===== src/design/endpoint_cfg_pkg.sv =====
package endpoint_cfg_pkg;

    // Register byte offsets
    localparam logic [15:0] DEV_IDENTITY_OFS   = 16'h0000;
    localparam logic [15:0] ASM_IDENTITY_OFS   = 16'h0008;
    localparam logic [15:0] ASM_INFO_OFS       = 16'h000c;
    localparam logic [15:0] ELEM_FEATURES_OFS  = 16'h0010;
    localparam logic [15:0] THRESHOLDS_OFS     = 16'h0040;
    localparam logic [15:0] FLOW_CTRL_OFS      = 16'h0044;
    localparam logic [15:0] IRQ_STATUS_OFS     = 16'h0048;
    localparam logic [15:0] IRQ_MASK_OFS       = 16'h004c;
    localparam logic [15:0] LINK_TIMEOUT_OFS   = 16'h0120;
    localparam logic [15:0] RESP_TIMEOUT_OFS   = 16'h0124;
    localparam logic [15:0] GEN_CTRL_OFS       = 16'h013c;

    // Extended feature block placement and sizes
    localparam logic [15:0] SERIAL_BLOCK_OFS   = 16'h0100;
    localparam logic [15:0] LANE_BLOCK_OFS     = 16'h0400;
    localparam logic [15:0] SERIAL_BLOCK_SIZE  = 16'h0100;
    localparam logic [15:0] LANE_BLOCK_SIZE    = 16'h0400;
    localparam logic [15:0] LINK_TIMEOUT_REL   = 16'h0020;
    localparam logic [15:0] RESP_TIMEOUT_REL   = 16'h0024;
    localparam logic [15:0] GEN_CTRL_REL       = 16'h003c;

    // Field positions
    localparam int TIMEOUT_LSB        = 8;
    localparam int GEN_HOST_BIT       = 31;
    localparam int GEN_REQ_EN_BIT     = 30;
    localparam int GEN_LOCATED_BIT    = 29;
    localparam int FEAT_BRIDGE_BIT    = 31;
    localparam int FEAT_MEMORY_BIT    = 30;
    localparam int FEAT_PROC_BIT      = 29;
    localparam int FEAT_EXT_BIT       = 3;
    localparam int FLOW_TX_EN_BIT     = 0;
    localparam int FLOW_TX_ACT_BIT    = 1;
    localparam int FLOW_ALLOWED_LSB   = 4;
    localparam int THR_HIGH_LSB       = 0;
    localparam int THR_MED_LSB        = 8;
    localparam int THR_LOW_LSB        = 16;
    localparam int IRQ_LINK_TO_BIT    = 0;
    localparam int IRQ_HELD_BIT       = 1;
    localparam int IRQ_FALLBACK_BIT   = 2;
    localparam int IRQ_W              = 3;

    // Reset values
    localparam logic [23:0] LINK_TIMEOUT_RST   = 24'hffffff;
    localparam logic [23:0] RESP_TIMEOUT_RST   = 24'hffffff;
    localparam logic        GEN_HOST_RST       = 1'h1;
    localparam logic        GEN_REQ_EN_RST     = 1'h1;
    localparam logic        GEN_LOCATED_RST    = 1'h1;
    localparam logic        FLOW_TX_EN_RST     = 1'h1;
    localparam logic [7:0]  THR_HIGH_RST       = 8'h01;
    localparam logic [7:0]  THR_MED_RST        = 8'h02;
    localparam logic [7:0]  THR_LOW_RST        = 8'h03;

    // Link timeout scaling: full-scale value gives the longest timeout
    localparam int unsigned CLK_PERIOD_NS          = 10;
    localparam int unsigned NS_PER_MS              = 1_000_000;
    localparam int unsigned LINK_TIMEOUT_MAX_MS    = 4500;
    localparam int unsigned LINK_TIMEOUT_FULL      = 24'hffffff;
    localparam int unsigned LINK_TICK_CYCLES       =
        LINK_TIMEOUT_MAX_MS * (NS_PER_MS / CLK_PERIOD_NS) / LINK_TIMEOUT_FULL;

    typedef enum logic [1:0] {
        FUNC_BRIDGE,
        FUNC_MEMORY,
        FUNC_PROCESSOR
    } elem_func_e;

    typedef struct packed {
        logic       valid;
        logic [1:0] prio;
    } pkt_req_s;

    typedef struct packed {
        logic       grant;
        logic       hold;
    } pkt_ans_s;

endpackage


===== src/design/link_symbol_timer.sv =====
`timescale 1ns/10ps
`default_nettype none

module link_symbol_timer #(
    parameter int unsigned TICK_CYCLES = endpoint_cfg_pkg::LINK_TICK_CYCLES
) (
    input  wire logic        clk,
    input  wire logic        resetn,
    input  wire logic        start,
    input  wire logic        stop,
    input  wire logic [23:0] interval,
    output logic             expired_q
);

    localparam int TW = (TICK_CYCLES > 1) ? $clog2(TICK_CYCLES) : 1;

    logic          running_q;
    logic [TW-1:0] pre_q;
    logic [23:0]   units_q;
    wire           tick    = running_q && (pre_q == TW'(TICK_CYCLES - 1));
    wire           reached = tick && (units_q >= interval);

    // A new symbol restarts the window; an acknowledge ends it
    always_ff @(posedge clk or negedge resetn) begin
        if (!resetn) begin
            running_q <= 1'b0;
            pre_q     <= '0;
            units_q   <= '0;
            expired_q <= 1'b0;
        end else begin
            expired_q <= reached;
            if (start) begin
                running_q <= 1'b1;
                pre_q     <= '0;
                units_q   <= '0;
            end else if (stop || reached) begin
                running_q <= 1'b0;
            end else if (running_q) begin
                pre_q <= tick ? '0 : pre_q + 1'b1;
                if (tick)
                    units_q <= units_q + 24'h000001;
            end
        end
    end

endmodule

`default_nettype wire


===== src/design/endpoint_flow_gate_and_config_regs.sv =====
`timescale 1ns/10ps
`default_nettype none

// Notes on behaviour
// - At or above its own threshold and those of all higher priorities, a priority may send.
// - Priority 3 sends until the partner's free count reaches zero.
// - Priority 2 needs at least the high-priority threshold free.
// - Priority 1 needs at least the medium-priority threshold free.
// - Priority 0 needs at least the lowest-priority threshold free.
// - Thresholds gate only under transmitter-controlled flow control.
// - Device identity is fixed and ignores writes.
// - Assembly fields are fixed at build and affect nothing else.
// - Features report bridge, memory or processor; memory by default.
// - Serial port block spans 0x100 bytes, lane block 0x400 bytes.
// - Outstanding link symbols are timed; timeout scales linearly up to ~4.5 s.
// - Requests may be issued only while the request-enable bit is set; the bit only drives request_enable_q, and packet grants ignore it.
// - Host and located bits are stored and read back only.
// - Without partner support, fall back to ungated receiver-controlled flow.
module endpoint_flow_gate_and_config_regs #(
    parameter int                           ADDR_W      = 16,
    parameter int                           FREE_W      = 8,
    parameter int unsigned                  TICK_CYCLES = endpoint_cfg_pkg::LINK_TICK_CYCLES,
    parameter logic [15:0]                  DEVICE_ID   = 16'h1234, // Arbitrary value
    parameter logic [15:0]                  VENDOR_ID   = 16'h0abc, // Arbitrary value
    parameter logic [15:0]                  ASM_ID      = 16'h0000,
    parameter logic [15:0]                  ASM_VENDOR  = 16'h0000,
    parameter logic [15:0]                  ASM_REV     = 16'h0000,
    parameter endpoint_cfg_pkg::elem_func_e ELEM_FUNC   = endpoint_cfg_pkg::FUNC_MEMORY,
    parameter logic [15:0]                  SERIAL_OFS  = endpoint_cfg_pkg::SERIAL_BLOCK_OFS,
    parameter logic [15:0]                  LANE_OFS    = endpoint_cfg_pkg::LANE_BLOCK_OFS,
    parameter logic [15:0]                  SERIAL_BID  = 16'h0001,
    parameter logic [15:0]                  LANE_BID    = 16'h000d
) (
    input  wire logic                       clk,
    input  wire logic                       resetn,
    // Register port
    input  wire logic [ADDR_W-1:0]          addr,
    input  wire logic [31:0]                wr_data,
    input  wire logic                       wr_en,
    input  wire logic                       rd_en,
    output logic [31:0]                     rd_data_q,
    // Link partner state
    input  wire logic [FREE_W-1:0]          partner_free,
    input  wire logic                       partner_tx_ctrl_ok,
    // Link control symbols
    input  wire logic                       symbol_sent,
    input  wire logic                       symbol_acked,
    output logic                            link_recover_q,
    // Packet start request and decision
    input  wire endpoint_cfg_pkg::pkt_req_s pkt_req,
    output endpoint_cfg_pkg::pkt_ans_s      pkt_ans_q,
    output logic [3:0]                      prio_allowed_q,
    // Endpoint controls
    output logic                            request_enable_q,
    output logic [23:0]                     response_timeout_q,
    output logic                            irq_q
);

    localparam int IRQ_W_L = endpoint_cfg_pkg::IRQ_W;

    // Software-visible state
    logic [23:0]                 link_timeout_q;
    logic                        host_q;
    logic                        located_q;
    logic                        tx_ctrl_en_q;
    logic [7:0]                  thr_high_q;
    logic [7:0]                  thr_med_q;
    logic [7:0]                  thr_low_q;
    logic [IRQ_W_L-1:0]          irq_status_q;
    logic [IRQ_W_L-1:0]          irq_mask_q;
    logic                        tx_ctrl_act_q;

    // Address decode
    wire [15:0] a16 = 16'(addr);
    wire hit_dev_id   = (a16 == endpoint_cfg_pkg::DEV_IDENTITY_OFS);
    wire hit_asm_id   = (a16 == endpoint_cfg_pkg::ASM_IDENTITY_OFS);
    wire hit_asm_info = (a16 == endpoint_cfg_pkg::ASM_INFO_OFS);
    wire hit_features = (a16 == endpoint_cfg_pkg::ELEM_FEATURES_OFS);
    wire hit_thr      = (a16 == endpoint_cfg_pkg::THRESHOLDS_OFS);
    wire hit_flow     = (a16 == endpoint_cfg_pkg::FLOW_CTRL_OFS);
    wire hit_irq_st   = (a16 == endpoint_cfg_pkg::IRQ_STATUS_OFS);
    wire hit_irq_mask = (a16 == endpoint_cfg_pkg::IRQ_MASK_OFS);
    // The physical-layer registers live inside the serial port block
    wire hit_ser_hdr  = (a16 == SERIAL_OFS);
    wire hit_lane_hdr = (a16 == LANE_OFS);
    wire hit_link_to  = (a16 == SERIAL_OFS + endpoint_cfg_pkg::LINK_TIMEOUT_REL);
    wire hit_resp_to  = (a16 == SERIAL_OFS + endpoint_cfg_pkg::RESP_TIMEOUT_REL);
    wire hit_gen_ctrl = (a16 == SERIAL_OFS + endpoint_cfg_pkg::GEN_CTRL_REL);

    wire wr_thr      = wr_en && hit_thr;
    wire wr_flow     = wr_en && hit_flow;
    wire wr_irq_st   = wr_en && hit_irq_st;
    wire wr_irq_mask = wr_en && hit_irq_mask;
    wire wr_link_to  = wr_en && hit_link_to;
    wire wr_resp_to  = wr_en && hit_resp_to;
    wire wr_gen_ctrl = wr_en && hit_gen_ctrl;

    // Fixed capability words; writes to them have no decode at all
    wire [31:0] dev_id_word   = {DEVICE_ID, VENDOR_ID};
    wire [31:0] asm_id_word   = {ASM_ID, ASM_VENDOR};
    // Low half points at the first extended feature block
    wire [31:0] asm_info_word = {ASM_REV, SERIAL_OFS};

    logic [31:0] features_word;
    always_comb begin
        features_word = 32'h00000000;
        features_word[endpoint_cfg_pkg::FEAT_EXT_BIT] = 1'b1;
        unique case (ELEM_FUNC)
            endpoint_cfg_pkg::FUNC_BRIDGE:    features_word[endpoint_cfg_pkg::FEAT_BRIDGE_BIT] = 1'b1;
            endpoint_cfg_pkg::FUNC_MEMORY:    features_word[endpoint_cfg_pkg::FEAT_MEMORY_BIT] = 1'b1;
            endpoint_cfg_pkg::FUNC_PROCESSOR: features_word[endpoint_cfg_pkg::FEAT_PROC_BIT] = 1'b1;
            default:                          features_word[endpoint_cfg_pkg::FEAT_MEMORY_BIT] = 1'b1;
        endcase
    end

    // Block headers chain serial -> lane -> end of list
    wire [31:0] ser_hdr_word  = {LANE_OFS, SERIAL_BID};
    wire [31:0] lane_hdr_word = {16'h0000, LANE_BID};

    wire [31:0] link_to_word  = {link_timeout_q, 8'h00};
    wire [31:0] resp_to_word  = {response_timeout_q, 8'h00};

    logic [31:0] gen_ctrl_word;
    logic [31:0] flow_word;
    logic [31:0] thr_word;
    always_comb begin
        gen_ctrl_word = 32'h00000000;
        gen_ctrl_word[endpoint_cfg_pkg::GEN_HOST_BIT]    = host_q;
        gen_ctrl_word[endpoint_cfg_pkg::GEN_REQ_EN_BIT]  = request_enable_q;
        gen_ctrl_word[endpoint_cfg_pkg::GEN_LOCATED_BIT] = located_q;
        flow_word = 32'h00000000;
        flow_word[endpoint_cfg_pkg::FLOW_TX_EN_BIT]  = tx_ctrl_en_q;
        flow_word[endpoint_cfg_pkg::FLOW_TX_ACT_BIT] = tx_ctrl_act_q;
        flow_word[endpoint_cfg_pkg::FLOW_ALLOWED_LSB +: 4] = prio_allowed_q;
        thr_word = 32'h00000000;
        thr_word[endpoint_cfg_pkg::THR_HIGH_LSB +: 8] = thr_high_q;
        thr_word[endpoint_cfg_pkg::THR_MED_LSB +: 8]  = thr_med_q;
        thr_word[endpoint_cfg_pkg::THR_LOW_LSB +: 8]  = thr_low_q;
    end

    // Unmapped addresses read as zero
    wire [31:0] rd_mux =
        hit_dev_id   ? dev_id_word :
        hit_asm_id   ? asm_id_word :
        hit_asm_info ? asm_info_word :
        hit_features ? features_word :
        hit_thr      ? thr_word :
        hit_flow     ? flow_word :
        hit_irq_st   ? 32'(irq_status_q) :
        hit_irq_mask ? 32'(irq_mask_q) :
        hit_link_to  ? link_to_word :
        hit_resp_to  ? resp_to_word :
        hit_gen_ctrl ? gen_ctrl_word :
        hit_ser_hdr  ? ser_hdr_word :
        hit_lane_hdr ? lane_hdr_word : 32'h00000000;

    // Read data stands for exactly the cycle after the strobe
    always_ff @(posedge clk or negedge resetn) begin
        if (!resetn)
            rd_data_q <= 32'h00000000;
        else
            rd_data_q <= rd_en ? rd_mux : 32'h00000000;
    end

    // Writable control registers
    always_ff @(posedge clk or negedge resetn) begin
        if (!resetn) begin
            link_timeout_q     <= endpoint_cfg_pkg::LINK_TIMEOUT_RST;
            response_timeout_q <= endpoint_cfg_pkg::RESP_TIMEOUT_RST;
            host_q             <= endpoint_cfg_pkg::GEN_HOST_RST;
            request_enable_q   <= endpoint_cfg_pkg::GEN_REQ_EN_RST;
            located_q          <= endpoint_cfg_pkg::GEN_LOCATED_RST;
        end else begin
            if (wr_link_to)
                link_timeout_q <= wr_data[endpoint_cfg_pkg::TIMEOUT_LSB +: 24];
            if (wr_resp_to)
                response_timeout_q <= wr_data[endpoint_cfg_pkg::TIMEOUT_LSB +: 24];
            if (wr_gen_ctrl) begin
                host_q           <= wr_data[endpoint_cfg_pkg::GEN_HOST_BIT];
                request_enable_q <= wr_data[endpoint_cfg_pkg::GEN_REQ_EN_BIT];
                located_q        <= wr_data[endpoint_cfg_pkg::GEN_LOCATED_BIT];
            end
        end
    end

    // Threshold and flow control registers; ordering is left to software
    always_ff @(posedge clk or negedge resetn) begin
        if (!resetn) begin
            thr_high_q   <= endpoint_cfg_pkg::THR_HIGH_RST;
            thr_med_q    <= endpoint_cfg_pkg::THR_MED_RST;
            thr_low_q    <= endpoint_cfg_pkg::THR_LOW_RST;
            tx_ctrl_en_q <= endpoint_cfg_pkg::FLOW_TX_EN_RST;
        end else begin
            if (wr_thr) begin
                thr_high_q <= wr_data[endpoint_cfg_pkg::THR_HIGH_LSB +: 8];
                thr_med_q  <= wr_data[endpoint_cfg_pkg::THR_MED_LSB +: 8];
                thr_low_q  <= wr_data[endpoint_cfg_pkg::THR_LOW_LSB +: 8];
            end
            if (wr_flow)
                tx_ctrl_en_q <= wr_data[endpoint_cfg_pkg::FLOW_TX_EN_BIT];
        end
    end

    // Flow gating
    // Transmitter control needs both local enable and partner support
    wire        tx_ctrl_act_d = tx_ctrl_en_q && partner_tx_ctrl_ok;
    wire [7:0]  free8         = 8'(partner_free);
    wire [3:0]  thr_ok;

    assign thr_ok[3] = (free8 != 8'h00);
    assign thr_ok[2] = (free8 >= thr_high_q);
    assign thr_ok[1] = (free8 >= thr_med_q);
    assign thr_ok[0] = (free8 >= thr_low_q);

    // A priority passes only if it and every higher priority pass, so a
    // misordered threshold set cannot open a lower priority alone
    wire [3:0] cum_ok;
    genvar gp;
    generate
        for (gp = 0; gp < 4; gp++) begin : g_prio
            if (gp == 3) begin : g_top
                assign cum_ok[gp] = thr_ok[gp];
            end else begin : g_low
                assign cum_ok[gp] = thr_ok[gp] && cum_ok[gp+1];
            end
        end
    endgenerate

    // Receiver-controlled operation sends everything and relies on retry
    wire [3:0] allowed_d = tx_ctrl_act_d ? cum_ok : 4'hf;

    // Decision uses the free count present at the packet start itself
    wire pkt_ok = allowed_d[pkt_req.prio];

    always_ff @(posedge clk or negedge resetn) begin
        if (!resetn) begin
            prio_allowed_q  <= 4'hf;
            tx_ctrl_act_q   <= 1'b0;
            pkt_ans_q       <= '0;
        end else begin
            prio_allowed_q  <= allowed_d;
            tx_ctrl_act_q   <= tx_ctrl_act_d;
            pkt_ans_q.grant <= pkt_req.valid && pkt_ok;
            pkt_ans_q.hold  <= pkt_req.valid && !pkt_ok;
        end
    end

    // Link symbol timeout
    logic link_expired;

    link_symbol_timer #(
        .TICK_CYCLES (TICK_CYCLES)
    ) u_link_timer (
        .clk       (clk),
        .resetn    (resetn),
        .start     (symbol_sent),
        .stop      (symbol_acked),
        .interval  (link_timeout_q),
        .expired_q (link_expired)
    );

    always_ff @(posedge clk or negedge resetn) begin
        if (!resetn)
            link_recover_q <= 1'b0;
        else
            link_recover_q <= link_expired;
    end

    // Interrupts
    wire [IRQ_W_L-1:0] irq_events;
    assign irq_events[endpoint_cfg_pkg::IRQ_LINK_TO_BIT]  = link_expired;
    assign irq_events[endpoint_cfg_pkg::IRQ_HELD_BIT]     = pkt_req.valid && !pkt_ok;
    assign irq_events[endpoint_cfg_pkg::IRQ_FALLBACK_BIT] = tx_ctrl_act_q && !tx_ctrl_act_d;

    // Set wins over a write-one-to-clear in the same cycle
    wire [IRQ_W_L-1:0] irq_clear  = wr_irq_st ? wr_data[IRQ_W_L-1:0] : '0;
    wire [IRQ_W_L-1:0] irq_status_d = (irq_status_q & ~irq_clear) | irq_events;
    wire               irq_d      = |(irq_status_d & irq_mask_q);

    always_ff @(posedge clk or negedge resetn) begin
        if (!resetn) begin
            irq_status_q <= '0;
            irq_mask_q   <= '0;
            irq_q        <= 1'b0;
        end else begin
            irq_status_q <= irq_status_d;
            if (wr_irq_mask)
                irq_mask_q <= wr_data[IRQ_W_L-1:0];
            irq_q <= irq_d;
        end
    end

endmodule

`default_nettype wire


===== config.mk =====
export PLATFORM = sky130hd
export DESIGN_NAME = endpoint_flow_gate_and_config_regs
export DESIGN_NICKNAME = d
export VERILOG_FILES = /design/src/design/endpoint_cfg_pkg.sv /design/src/design/link_symbol_timer.sv /design/src/design/endpoint_flow_gate_and_config_regs.sv
export SDC_FILE = /design/constraint.sdc
export NUM_CORES = 1
export LEC_CHECK = 0
export ABC_AREA = 1
export ABC_CLOCK_PERIOD_IN_PS = 2000
export BUFFER_PORTS_ARGS = -buffer_cell sky130_fd_sc_hd__buf_4
export CAP_MARGIN = 20
export CORE_AREA = 2 2 173 132
export DETAILED_ROUTE_END_ITERATION = 8
export DIE_AREA = 0 0 175 134
export GPL_ROUTABILITY_DRIVEN = 0
export MAX_ROUTING_LAYER = met4
export PLACE_DENSITY = 0.67
export SYNTH_ARGS = -nofsm -noshare
export SYNTH_HDL_FRONTEND = slang
export SYNTH_SLANG_ARGS = --single-unit

===== constraint.sdc =====
create_clock -name clk -period 2 [get_ports clk]
set_input_delay 0.5 -clock clk [delete_from_list [all_inputs] [get_ports clk]]
set_output_delay 0.5 -clock clk [all_outputs]
set_load 0.05 [all_outputs]

==> results of run 1 <==
## routing by layer
metal / vias up / wire length [um] / track usage, %
met4: 0 / 374 / 4.954
met1: 3830 / 12190 / 32.33
met5: - / 0 / -
li1: 3976 / - / -
met3: 32 / 1620 / 4.053
met2: 270 / 11430 / 33.03
## critical path, delay by kind of cell, from the launching register on
kind	cells	cell delay, ps
simple gates	7	740
flops	1	530
buf+inv	4	490
fa+ha+maj	1	220
compound gates	1	170
## report_power, final
group | leakage (nW) | switching, W | internal [W]
logic | 3.72 | 0.000296 | 0.000211
clock network | 0.265 | 0.00136 | 0.00163
registers | 1.89 | 0.00000916 | 0.00313
## sequential cells by signal, summed over array words and instances (netlist names)
| name | flops |
|---|---|
| u_link_timer.units_q | 24 |
| request_enable_q | 1 |
| tx_ctrl_en_q | 1 |
| pkt_ans_q | 2 |
| rd_data_q | 32 |
| tx_ctrl_act_q | 1 |
| irq_status_q | 3 |
| irq_mask_q | 3 |
| u_link_timer.running_q | 1 |
| irq_q | 1 |
| host_q | 1 |
| prio_allowed_q | 4 |
| link_recover_q | 1 |
| thr_med_q | 8 |
| u_link_timer.expired_q | 1 |
| located_q | 1 |
| thr_high_q | 8 |
| link_timeout_q | 24 |
| response_timeout_q | 24 |
| u_link_timer.pre_q | 5 |
| thr_low_q | 8 |
## final timing paths
kind / start / depth (start not counted) / slack (ps) / endpoint
worst max-delay path: link_timeout_q[23] / 13 / -220 / u_link_timer.units_q[10]
max in group asynchronous: resetn / 3 / 760 / link_timeout_q[10]
min in group asynchronous: resetn / 2 / 560 / rd_data_q[27]
worst min-delay path: wr_data[4] / 3 / 320 / thr_high_q[4]
worst max register to register: link_timeout_q[23] / 13 / -220 / u_link_timer.units_q[10]
worst min register to register: link_timeout_q[16] / 2 / 470 / link_timeout_q[16]
## kinds of logic (layout without fill, tap and decap cells)
kind of cell	Yosys count	count (layout)	share of synthesized area, %
compound gates	154	154	9.792
xor+xnor	20	20	2.040
fa+ha+maj	51	51	7.431
buf+inv	192	439	9.311
flops	154	154	45.75
simple gates	525	525	25.67
## area by class of cell
class,count,area [um^2]
fillers,1972,9877
multi-input cells,750,4431
flip-flops and latches,154,3929
repair buffers,249,2078
inverters,158,595.6
clock buffers,20,446.7
well taps,294,367.9
clock inverters,12,92.59
## cell usage in the layout, fill, tap and decap left out, drive strengths merged
cell	netlist	final
a21boi	1	1
xor2	15	15
clkbuf	17	22
buf	17	246
o21a	1	1
o22ai	2	2
a311oi	1	1
and3	2	2
dfstp	60	60
nor2	101	101
o2111ai	1	1
a21oi	24	24
nand3	63	63
xnor2	5	5
ha	51	51
clkinvlp	0	1
or2	7	7
a221oi	1	1
dfrtp	94	94
nand4	16	16
inv	158	161
o21bai	1	1
a21o	6	6
o211ai	6	6
nand2	312	312
dlygate4sd3	0	1
o221ai	1	1
nor4	5	5
clkinv	0	8
nor3	19	19
o21ai	109	109
## timing repair
item,CTS,global route
setup buffers,5,4
endpoints found under the setup margin,31,33
endpoints found under the hold margin,11,0
resized for setup,70,68
hold buffers,1,0
pin swaps,39,32
gates cloned,2,2
## stage by stage
| step | area, um^2 | setup WS (ps) |
|---|---|---|
| CTS | 11620 | -79.85 |
| detailed placement | 10650 | -237.3 |
| global placement | 10650 | -285.7 |
| global route | 11940 | -277.3 |
| finish | 11940 | -219.7 |
| floorplan | 8592 | 24.69 |
==> metrics, run 1 <==
largest net degree at the start of global routing=42; worst setup margin=-219.7 ps; dpl cells=1593; Die X=175 um; worst hold path type=in -> reg; #FFs+latches synth=154; async set-reset flop share out of synthesis=100.0%; worst ir drop on vdd=0.5860 mV; CP endpoint kind=flop; WL/cell=15.65 um; number of global-route vias before repair=7646; Fin. Hold Viols=0; most common flop cell mapped by yosys=dfrtp_1; top-count cell post-synth=nand2_1; Area Overhead vs Synth=39.05%; power per cell area=556.1 nW/um^2; Final Util=54.73%; CTS tree=yes; syn nets=1213; top-area cell type share of the netlist area=27.39%; initial antenna violation count=0; Worst Setup Start Kind=flop; sequential area share after synthesis=45.75%; hold_ws=316.6 ps; drt pass-1 iters=5; Via density=4.953; # diodes=0; clk buf depth=2; Area contributors post-synth=dfrtp_1 (27%), dfstp_2 (18%), nand2_1 (14%); input/output buffers=130; Cells after Synth=1096; final layout net count=1447; Max-cap violations=0; die height=134 um; RSZ-0062 raised after global routing=true; Setup Viol. Count Final=29; CP max stage cell=dfstp_2; Tcrit/Tclk final=111.0%; Cell Chain, Critical Path=inv_1, ha_4, nand2_4, nor2_4, buf_4, a21oi_2, nand4_1, inv_2, nand3_4, nand2_8, clkbuf_16, nand2_2, nand2_1; Crit Path Max Fanout=5; clk_lat worst skew=430 ps; layout cells sized above 1=35.22%; IO Pins=131; clock root buffer master=clkbuf_16; Detail Route Antenna Nets=0; DR DRC count=0; post-DP HPWL=18450 um; Avg Inst Size Synth=7.835 um^2; failing checks=setup timing; post-synth top area cell=dfrtp_1; row cnt=47; mapped cell area=8587 um^2; 1st-iter DRT viols=622; Via Count=8108; Slew @ Worst Pin=564.4 ps; CP arrival=2590 ps; final cell count without fillers=1637; Synth cell types=43; Synth Warn #=0; Setup Skew=11.75 ps; critical path required time=2370 ps; most frequent cells after synthesis=nand2_1 (309), inv_1 (156), nor2_1 (99), dfrtp_1 (94), nand3_1 (61); Slew Limit Headroom=62.08%; Congestion Overflow GR=0; total power=0.006640 W; Initial Util=39.36%; clk sinks=154; CP Class=reg -> reg; fmax=450.5 MHz; DRT Wirelength=25620 um; EDFF count, synth=0; final max-slew violation count=0; crit path time final=2220 ps; first-pass GRT wire length=40080 um; final setup TNS=-5265 ps; Max H-tree Level=4; Clock Pin Slew Worst Setup and Hold Paths=70 ps; TritonCTS buffer count=17; Critical Path Max Stage Delay=530 ps; Die ar.=23450 um^2; status=finished, violations left; GR Util All Layers=22.45%; core region area=21820 um^2; P_leak=5.881 nW
(Power assumes the default switching activity.)
==> run 2, diff against run 1 <==
SKIP_CTS_REPAIR_TIMING = 1   (was unset)
==> run 2 against run 1 <==
Critical path depth up 1. Clock-buffer cell count is the same. Highest routed layer unchanged. Critical path type unchanged. The flow finishes with violations (hold timing, setup timing). Non-clock buffer count down 2. First-iteration DRC count grew 6.3%.
==> metrics, run 2 (same netlist as run 1, synthesis figures left out) <==
dpl cells=1593 (unchanged); number of global-route vias before repair=7461 (was 7646); failing checks=hold timing, setup timing (was setup timing); Congestion Overflow GR=0 (unchanged); final cell count without fillers=1635 (was 1637); Clock Pin Slew Worst Setup and Hold Paths=60 ps (was 70 ps); crit path time final=2157 ps (was 2220 ps); Reg with most FFs=rd_data_q (unchanged); Detail Route Antenna Nets=0 (unchanged); CP endpoint kind=flop (unchanged); TritonCTS buffer count=17 (unchanged); fill count=2003 (was 1972); Area Overhead vs Synth=38.16% (was 39.05%); worst ir drop on vdd=0.5884 mV (was 0.5860 mV); Max H-tree Level=4 (unchanged); GR Util All Layers=21.76% (was 22.45%); IO Pins=131 (unchanged); first-pass GRT wire length=38960 um (was 40080 um); layout cells sized above 1=34.23% (was 35.22%); Tcrit/Tclk final=107.8% (was 111.0%); Via density=4.912 (was 4.953); worst hold path type=in -> async (was in -> reg); Final Util=54.38% (was 54.73%); most common cell after layout, fill and taps aside=nand2_1 (unchanged); DRT Wirelength=25190 um (was 25620 um); Die X=175 um (unchanged); critical path required time=2360 ps (was 2370 ps); drt pass-1 iters=5 (unchanged); largest net degree at the start of global routing=42 (unchanged); core region area=21820 um^2 (unchanged); Crit Path Max Fanout=6 (was 5); clk sinks=154 (unchanged); Worst Setup Start Kind=flop (unchanged); P_leak=5.871 nW (was 5.881 nW); area post-placement=10650 um^2 (unchanged); Fin. Hold Viols=10 (was 0); Setup Skew=10.85 ps (was 11.75 ps); final setup TNS=-3831 ps (was -5265 ps); # diodes=0 (unchanged); worst setup margin=-156.7 ps (was -219.7 ps); fmax=463.7 MHz (was 450.5 MHz); CP arrival=2520 ps (was 2590 ps); commonest non-fill, non-tap cells in the layout=nand2_1 (270), buf_4 (232), inv_1 (135), dfrtp_1 (94), nor2_1 (90) (was nand2_1 (263), buf_4 (231), inv_1 (131), dfrtp_1 (94), nor2_1 (90)); Via Count=8031 (was 8108); die height=134 um (unchanged); Initial Util=39.36% (unchanged); clock root buffer master=clkbuf_16 (unchanged); initial antenna violation count=0 (unchanged); status=finished, violations left (unchanged); power per cell area=559.6 nW/um^2 (was 556.1 nW/um^2); post-DP HPWL=18450 um (unchanged); hold_ws=-10.65 ps (was 316.6 ps); Finished Cell Area=11860 um^2 (was 11940 um^2); r2r startpoint=link_timeout_q[15] (was link_timeout_q[23]); Die ar.=23450 um^2 (unchanged); R2R setup slack=-160 ps (was -220 ps); RSZ-0062 raised after global routing=true (unchanged); Slew Limit Headroom=62.20% (was 62.08%); final layout net count=1445 (was 1447); worst r2r dst=u_link_timer.units_q[0] (was u_link_timer.units_q[10]); CP Class=reg -> reg (unchanged); Setup Viol. Count Final=31 (was 29); max reg flops=32 (unchanged); CTS tree=yes (unchanged); clk buf depth=2 (unchanged); WL/cell=15.41 um (was 15.65 um); row cnt=47 (unchanged); 1st-iter DRT viols=661 (was 622); clk_lat worst skew=430 ps (about the same); input/output buffers=130 (unchanged); DR DRC count=0 (unchanged); final max-slew violation count=0 (unchanged); Slew @ Worst Pin=562.7 ps (was 564.4 ps); Worst Reg-to-Reg Cells=14 (was 13); Max-cap violations=0 (unchanged)
## run 2: worst max path at each step
stage / from / cells past startpoint / endpoint
after global routing: link_timeout_q[13] / 14 / u_link_timer.units_q[1]
after detailed placement: addr[1] / 12 / rd_data_q[31]
final: link_timeout_q[15] / 14 / u_link_timer.units_q[0]
after floorplan: link_timeout_q[7] / 13 / u_link_timer.units_q[10]
after global placement: addr[1] / 12 / rd_data_q[29]
after CTS: link_timeout_q[23] / 13 / u_link_timer.pre_q[4]
## run 2: final cells by class
class | instances | area [um^2] | share of cell area, %
Inverter | 158 | 595.6 | 5.020
Sequential cell | 154 | 3929 | 33.12
Multi-Input combinational cell | 750 | 4408 | 37.15
Clock inverter | 12 | 92.59 | 0.7804
Timing Repair Buffer | 247 | 2024 | 17.06
Clock buffer | 20 | 446.7 | 3.765
Tap cell | 294 | 367.9 | 3.101
## run 2: worst max-delay path: stages (launching register included)
cell     delay, ps
dfstp_2        530
inv_1           80
ha_4           250
nand2_2        100
nor2_1          80
nor2_2         140
nand2_2        100
nand2_2         70
nand4_1        130
inv_2          100
nand3_4        120
nand2_8        130
buf_12         160
nand2_4         60
nand2_2         60
## run 2: layer usage
metal	share of wire, %	vias up	global-route usage, %
met3	5.8	25	3.912
met1	49	3806	31.75
met4	1.1	0	4.815
met5	0	-	-
li1	-	3965	-
met2	45	235	31.53
## run 2: metrics by stage
step / setup WS, ps / hold WS [ps] / total power, W
floorplan: 24.69 / 204.4 / 0.003350
global placement: -285.7 / 448.8 / 0.003641
detailed placement: -237.3 / 454.6 / 0.003647
CTS: -232.4 / -3.543 / 0.006639
global route: -259.3 / 7.232 / 0.006875
finish: -156.7 / -10.65 / 0.006639
## run 2: where the power goes
group | switching (W) | internal [W] | total (W) | leakage, nW
logic | 0.000295 | 0.000208 | 0.000503 | 3.71
registers | 0.00000948 | 0.00313 | 0.00314 | 1.89
clock network | 0.00136 | 0.00163 | 0.00300 | 0.265
total | 0.00167 | 0.00497 | 0.00664 | 5.87
==> run 3, diff against run 2 <==
RECOVER_POWER = 100   (was unset)
==> run 3 against run 2 <==
The run ends with setup timing left. Worst hold slack better by 270 ps. Combinational power down 4%. Non-clock buffer count unchanged. Highest routed layer unchanged. Wire length about the same. Largest power group unchanged. Design area decreased by 2.6%. Setup slack better by 12 ps. Cell count is the same. Largest cell class unchanged.
==> metrics, run 3 (same netlist as run 1, synthesis figures left out) <==
Worst Reg-to-Reg Cells=14 (unchanged); Reg with most FFs=rd_data_q (unchanged); die height=134 um (unchanged); r2r startpoint=link_timeout_q[15] (unchanged); crit path time final=2144 ps (was 2157 ps); CP arrival=2510 ps (was 2520 ps); worst setup margin=-144.3 ps (was -156.7 ps); RSZ-0062 raised after global routing=true (unchanged); CP endpoint kind=flop (unchanged); Crit Path Max Fanout=6 (unchanged); dpl ws=-237.3 ps (unchanged); status=finished, violations left (unchanged); clk_lat worst skew=430 ps (about the same); first-pass GRT wire length=38960 um (unchanged); number of global-route vias before repair=7461 (unchanged); final layout net count=1445 (unchanged); DRT Wirelength=25190 um (about the same); critical path required time=2360 ps (about the same); 1st-iter DRT viols=643 (was 661); failing checks=setup timing (was hold timing, setup timing); Die ar.=23450 um^2 (unchanged); dpl cells=1593 (unchanged); Setup crit end=u_link_timer.units_q[0] (unchanged); final setup TNS=-3471 ps (was -3831 ps); Via density=4.904 (was 4.912); final max-slew violation count=0 (unchanged); initial antenna violation count=0 (unchanged); IO Pins=131 (unchanged); Clock Pin Slew Worst Setup and Hold Paths=60 ps (about the same); worst r2r dst=u_link_timer.units_q[0] (unchanged); worst hold path type=in -> async (unchanged); max reg flops=32 (unchanged); final cell count without fillers=1635 (unchanged); Fin. Hold Viols=0 (was 10); row cnt=47 (unchanged); clk buf depth=2 (unchanged); Congestion Overflow GR=0 (unchanged); clock root buffer master=clkbuf_16 (unchanged); Area Overhead vs Synth=34.56% (was 38.16%); Setup Viol. Count Final=32 (was 31); Slew Limit Headroom=29.25% (was 62.20%); Max-cap violations=0 (unchanged); worst ir drop on vdd=0.5827 mV (was 0.5884 mV); Worst Setup Start Kind=flop (unchanged); GR Util All Layers=21.76% (unchanged); area post-placement=10650 um^2 (unchanged); drt pass-1 iters=5 (unchanged); WL/cell=15.41 um (about the same); Slew @ Worst Pin=1061 ps (was 562.7 ps); P_leak=5.644 nW (was 5.871 nW); most common cell after layout, fill and taps aside=nand2_1 (unchanged); Max H-tree Level=4 (unchanged); layout cells sized above 1=30.57% (was 34.23%); fill count=2074 (was 2003); core region area=21820 um^2 (unchanged); largest net degree at the start of global routing=42 (unchanged); commonest non-fill, non-tap cells in the layout=nand2_1 (271), buf_4 (155), inv_1 (135), dfrtp_1 (94), nor2_1 (93) (was nand2_1 (270), buf_4 (232), inv_1 (135), dfrtp_1 (94), nor2_1 (90)); Setup Skew=12.44 ps (was 10.85 ps); DR DRC count=0 (unchanged); R2R setup slack=-140 ps (was -160 ps); Initial Util=39.36% (unchanged); launch point of the worst path=link_timeout_q[15] (unchanged); Finished Cell Area=11550 um^2 (was 11860 um^2); CTS tree=yes (unchanged); Via Count=8018 (was 8031); post-DP HPWL=18450 um (unchanged); CP Class=reg -> reg (unchanged); TritonCTS buffer count=17 (unchanged); fmax=466.4 MHz (was 463.7 MHz); Detail Route Antenna Nets=0 (unchanged); Die X=175 um (unchanged); # diodes=0 (unchanged); clk sinks=154 (unchanged); total power=0.006623 W (was 0.006639 W); power per cell area=573.2 nW/um^2 (was 559.6 nW/um^2); Tcrit/Tclk final=107.2% (was 107.8%); input/output buffers=130 (unchanged)
## run 3: worst max-delay path: stages (launching register included)
cell     delay, ps
dfstp_2        530
inv_1           70
ha_4           250
nand2_2        100
nor2_1          80
nor2_2         140
nand2_2        100
nand2_2         70
nand4_1        120
inv_2          100
nand3_4        120
nand2_8        130
buf_12         160
nand2_4         60
nand2_2         60
## run 3: layout make-up
type	instances	area, um^2	share of cell area, %
multi-input combinational	750	4369	37.81
sequential	154	3929	34.00
timing repair buffer	247	1754	15.18
inverter	158	595.6	5.154
clock buffer	20	446.7	3.866
tap	294	367.9	3.184
clock inverter	12	92.59	0.8013
## run 3: layer usage
metal | share of wire, % | global-route usage [%] | vias up
met5 | 0 | - | -
met4 | 1.2 | 4.815 | 0
met3 | 5.9 | 3.912 | 25
met2 | 44 | 31.53 | 250
met1 | 49 | 31.75 | 3777
li1 | - | - | 3966
## run 3: where the power goes
| group | switching, W | leakage [nW] | total [W] | internal [W] |
|---|---|---|---|---|
| clock | 0.00137 | 0.265 | 0.00300 | 0.00163 |
| sequential | 0.00000933 | 1.89 | 0.00314 | 0.00313 |
| combinational | 0.000291 | 3.48 | 0.000484 | 0.000192 |
## run 3: worst min-delay path by stage
stage                       from                endpoint  slack, ps  cells after the start
after floorplan           resetn           irq_mask_q[0]        200                      0
after global placement    resetn           rd_data_q[27]        450                      1
after detailed placement  resetn           rd_data_q[27]        450                      1
after CTS                 resetn  u_link_timer.running_q         -4                      1
after global routing      resetn           rd_data_q[27]        330                      1
final                     resetn           rd_data_q[27]        260                      1
## run 3: stage by stage
stage	util, %	hold WS (ps)
finish	52.96	263.3
floorplan	-	204.4
global route	52.96	333.6
detailed placement	48.81	454.6
global placement	48.81	448.8
CTS	51.28	-3.543
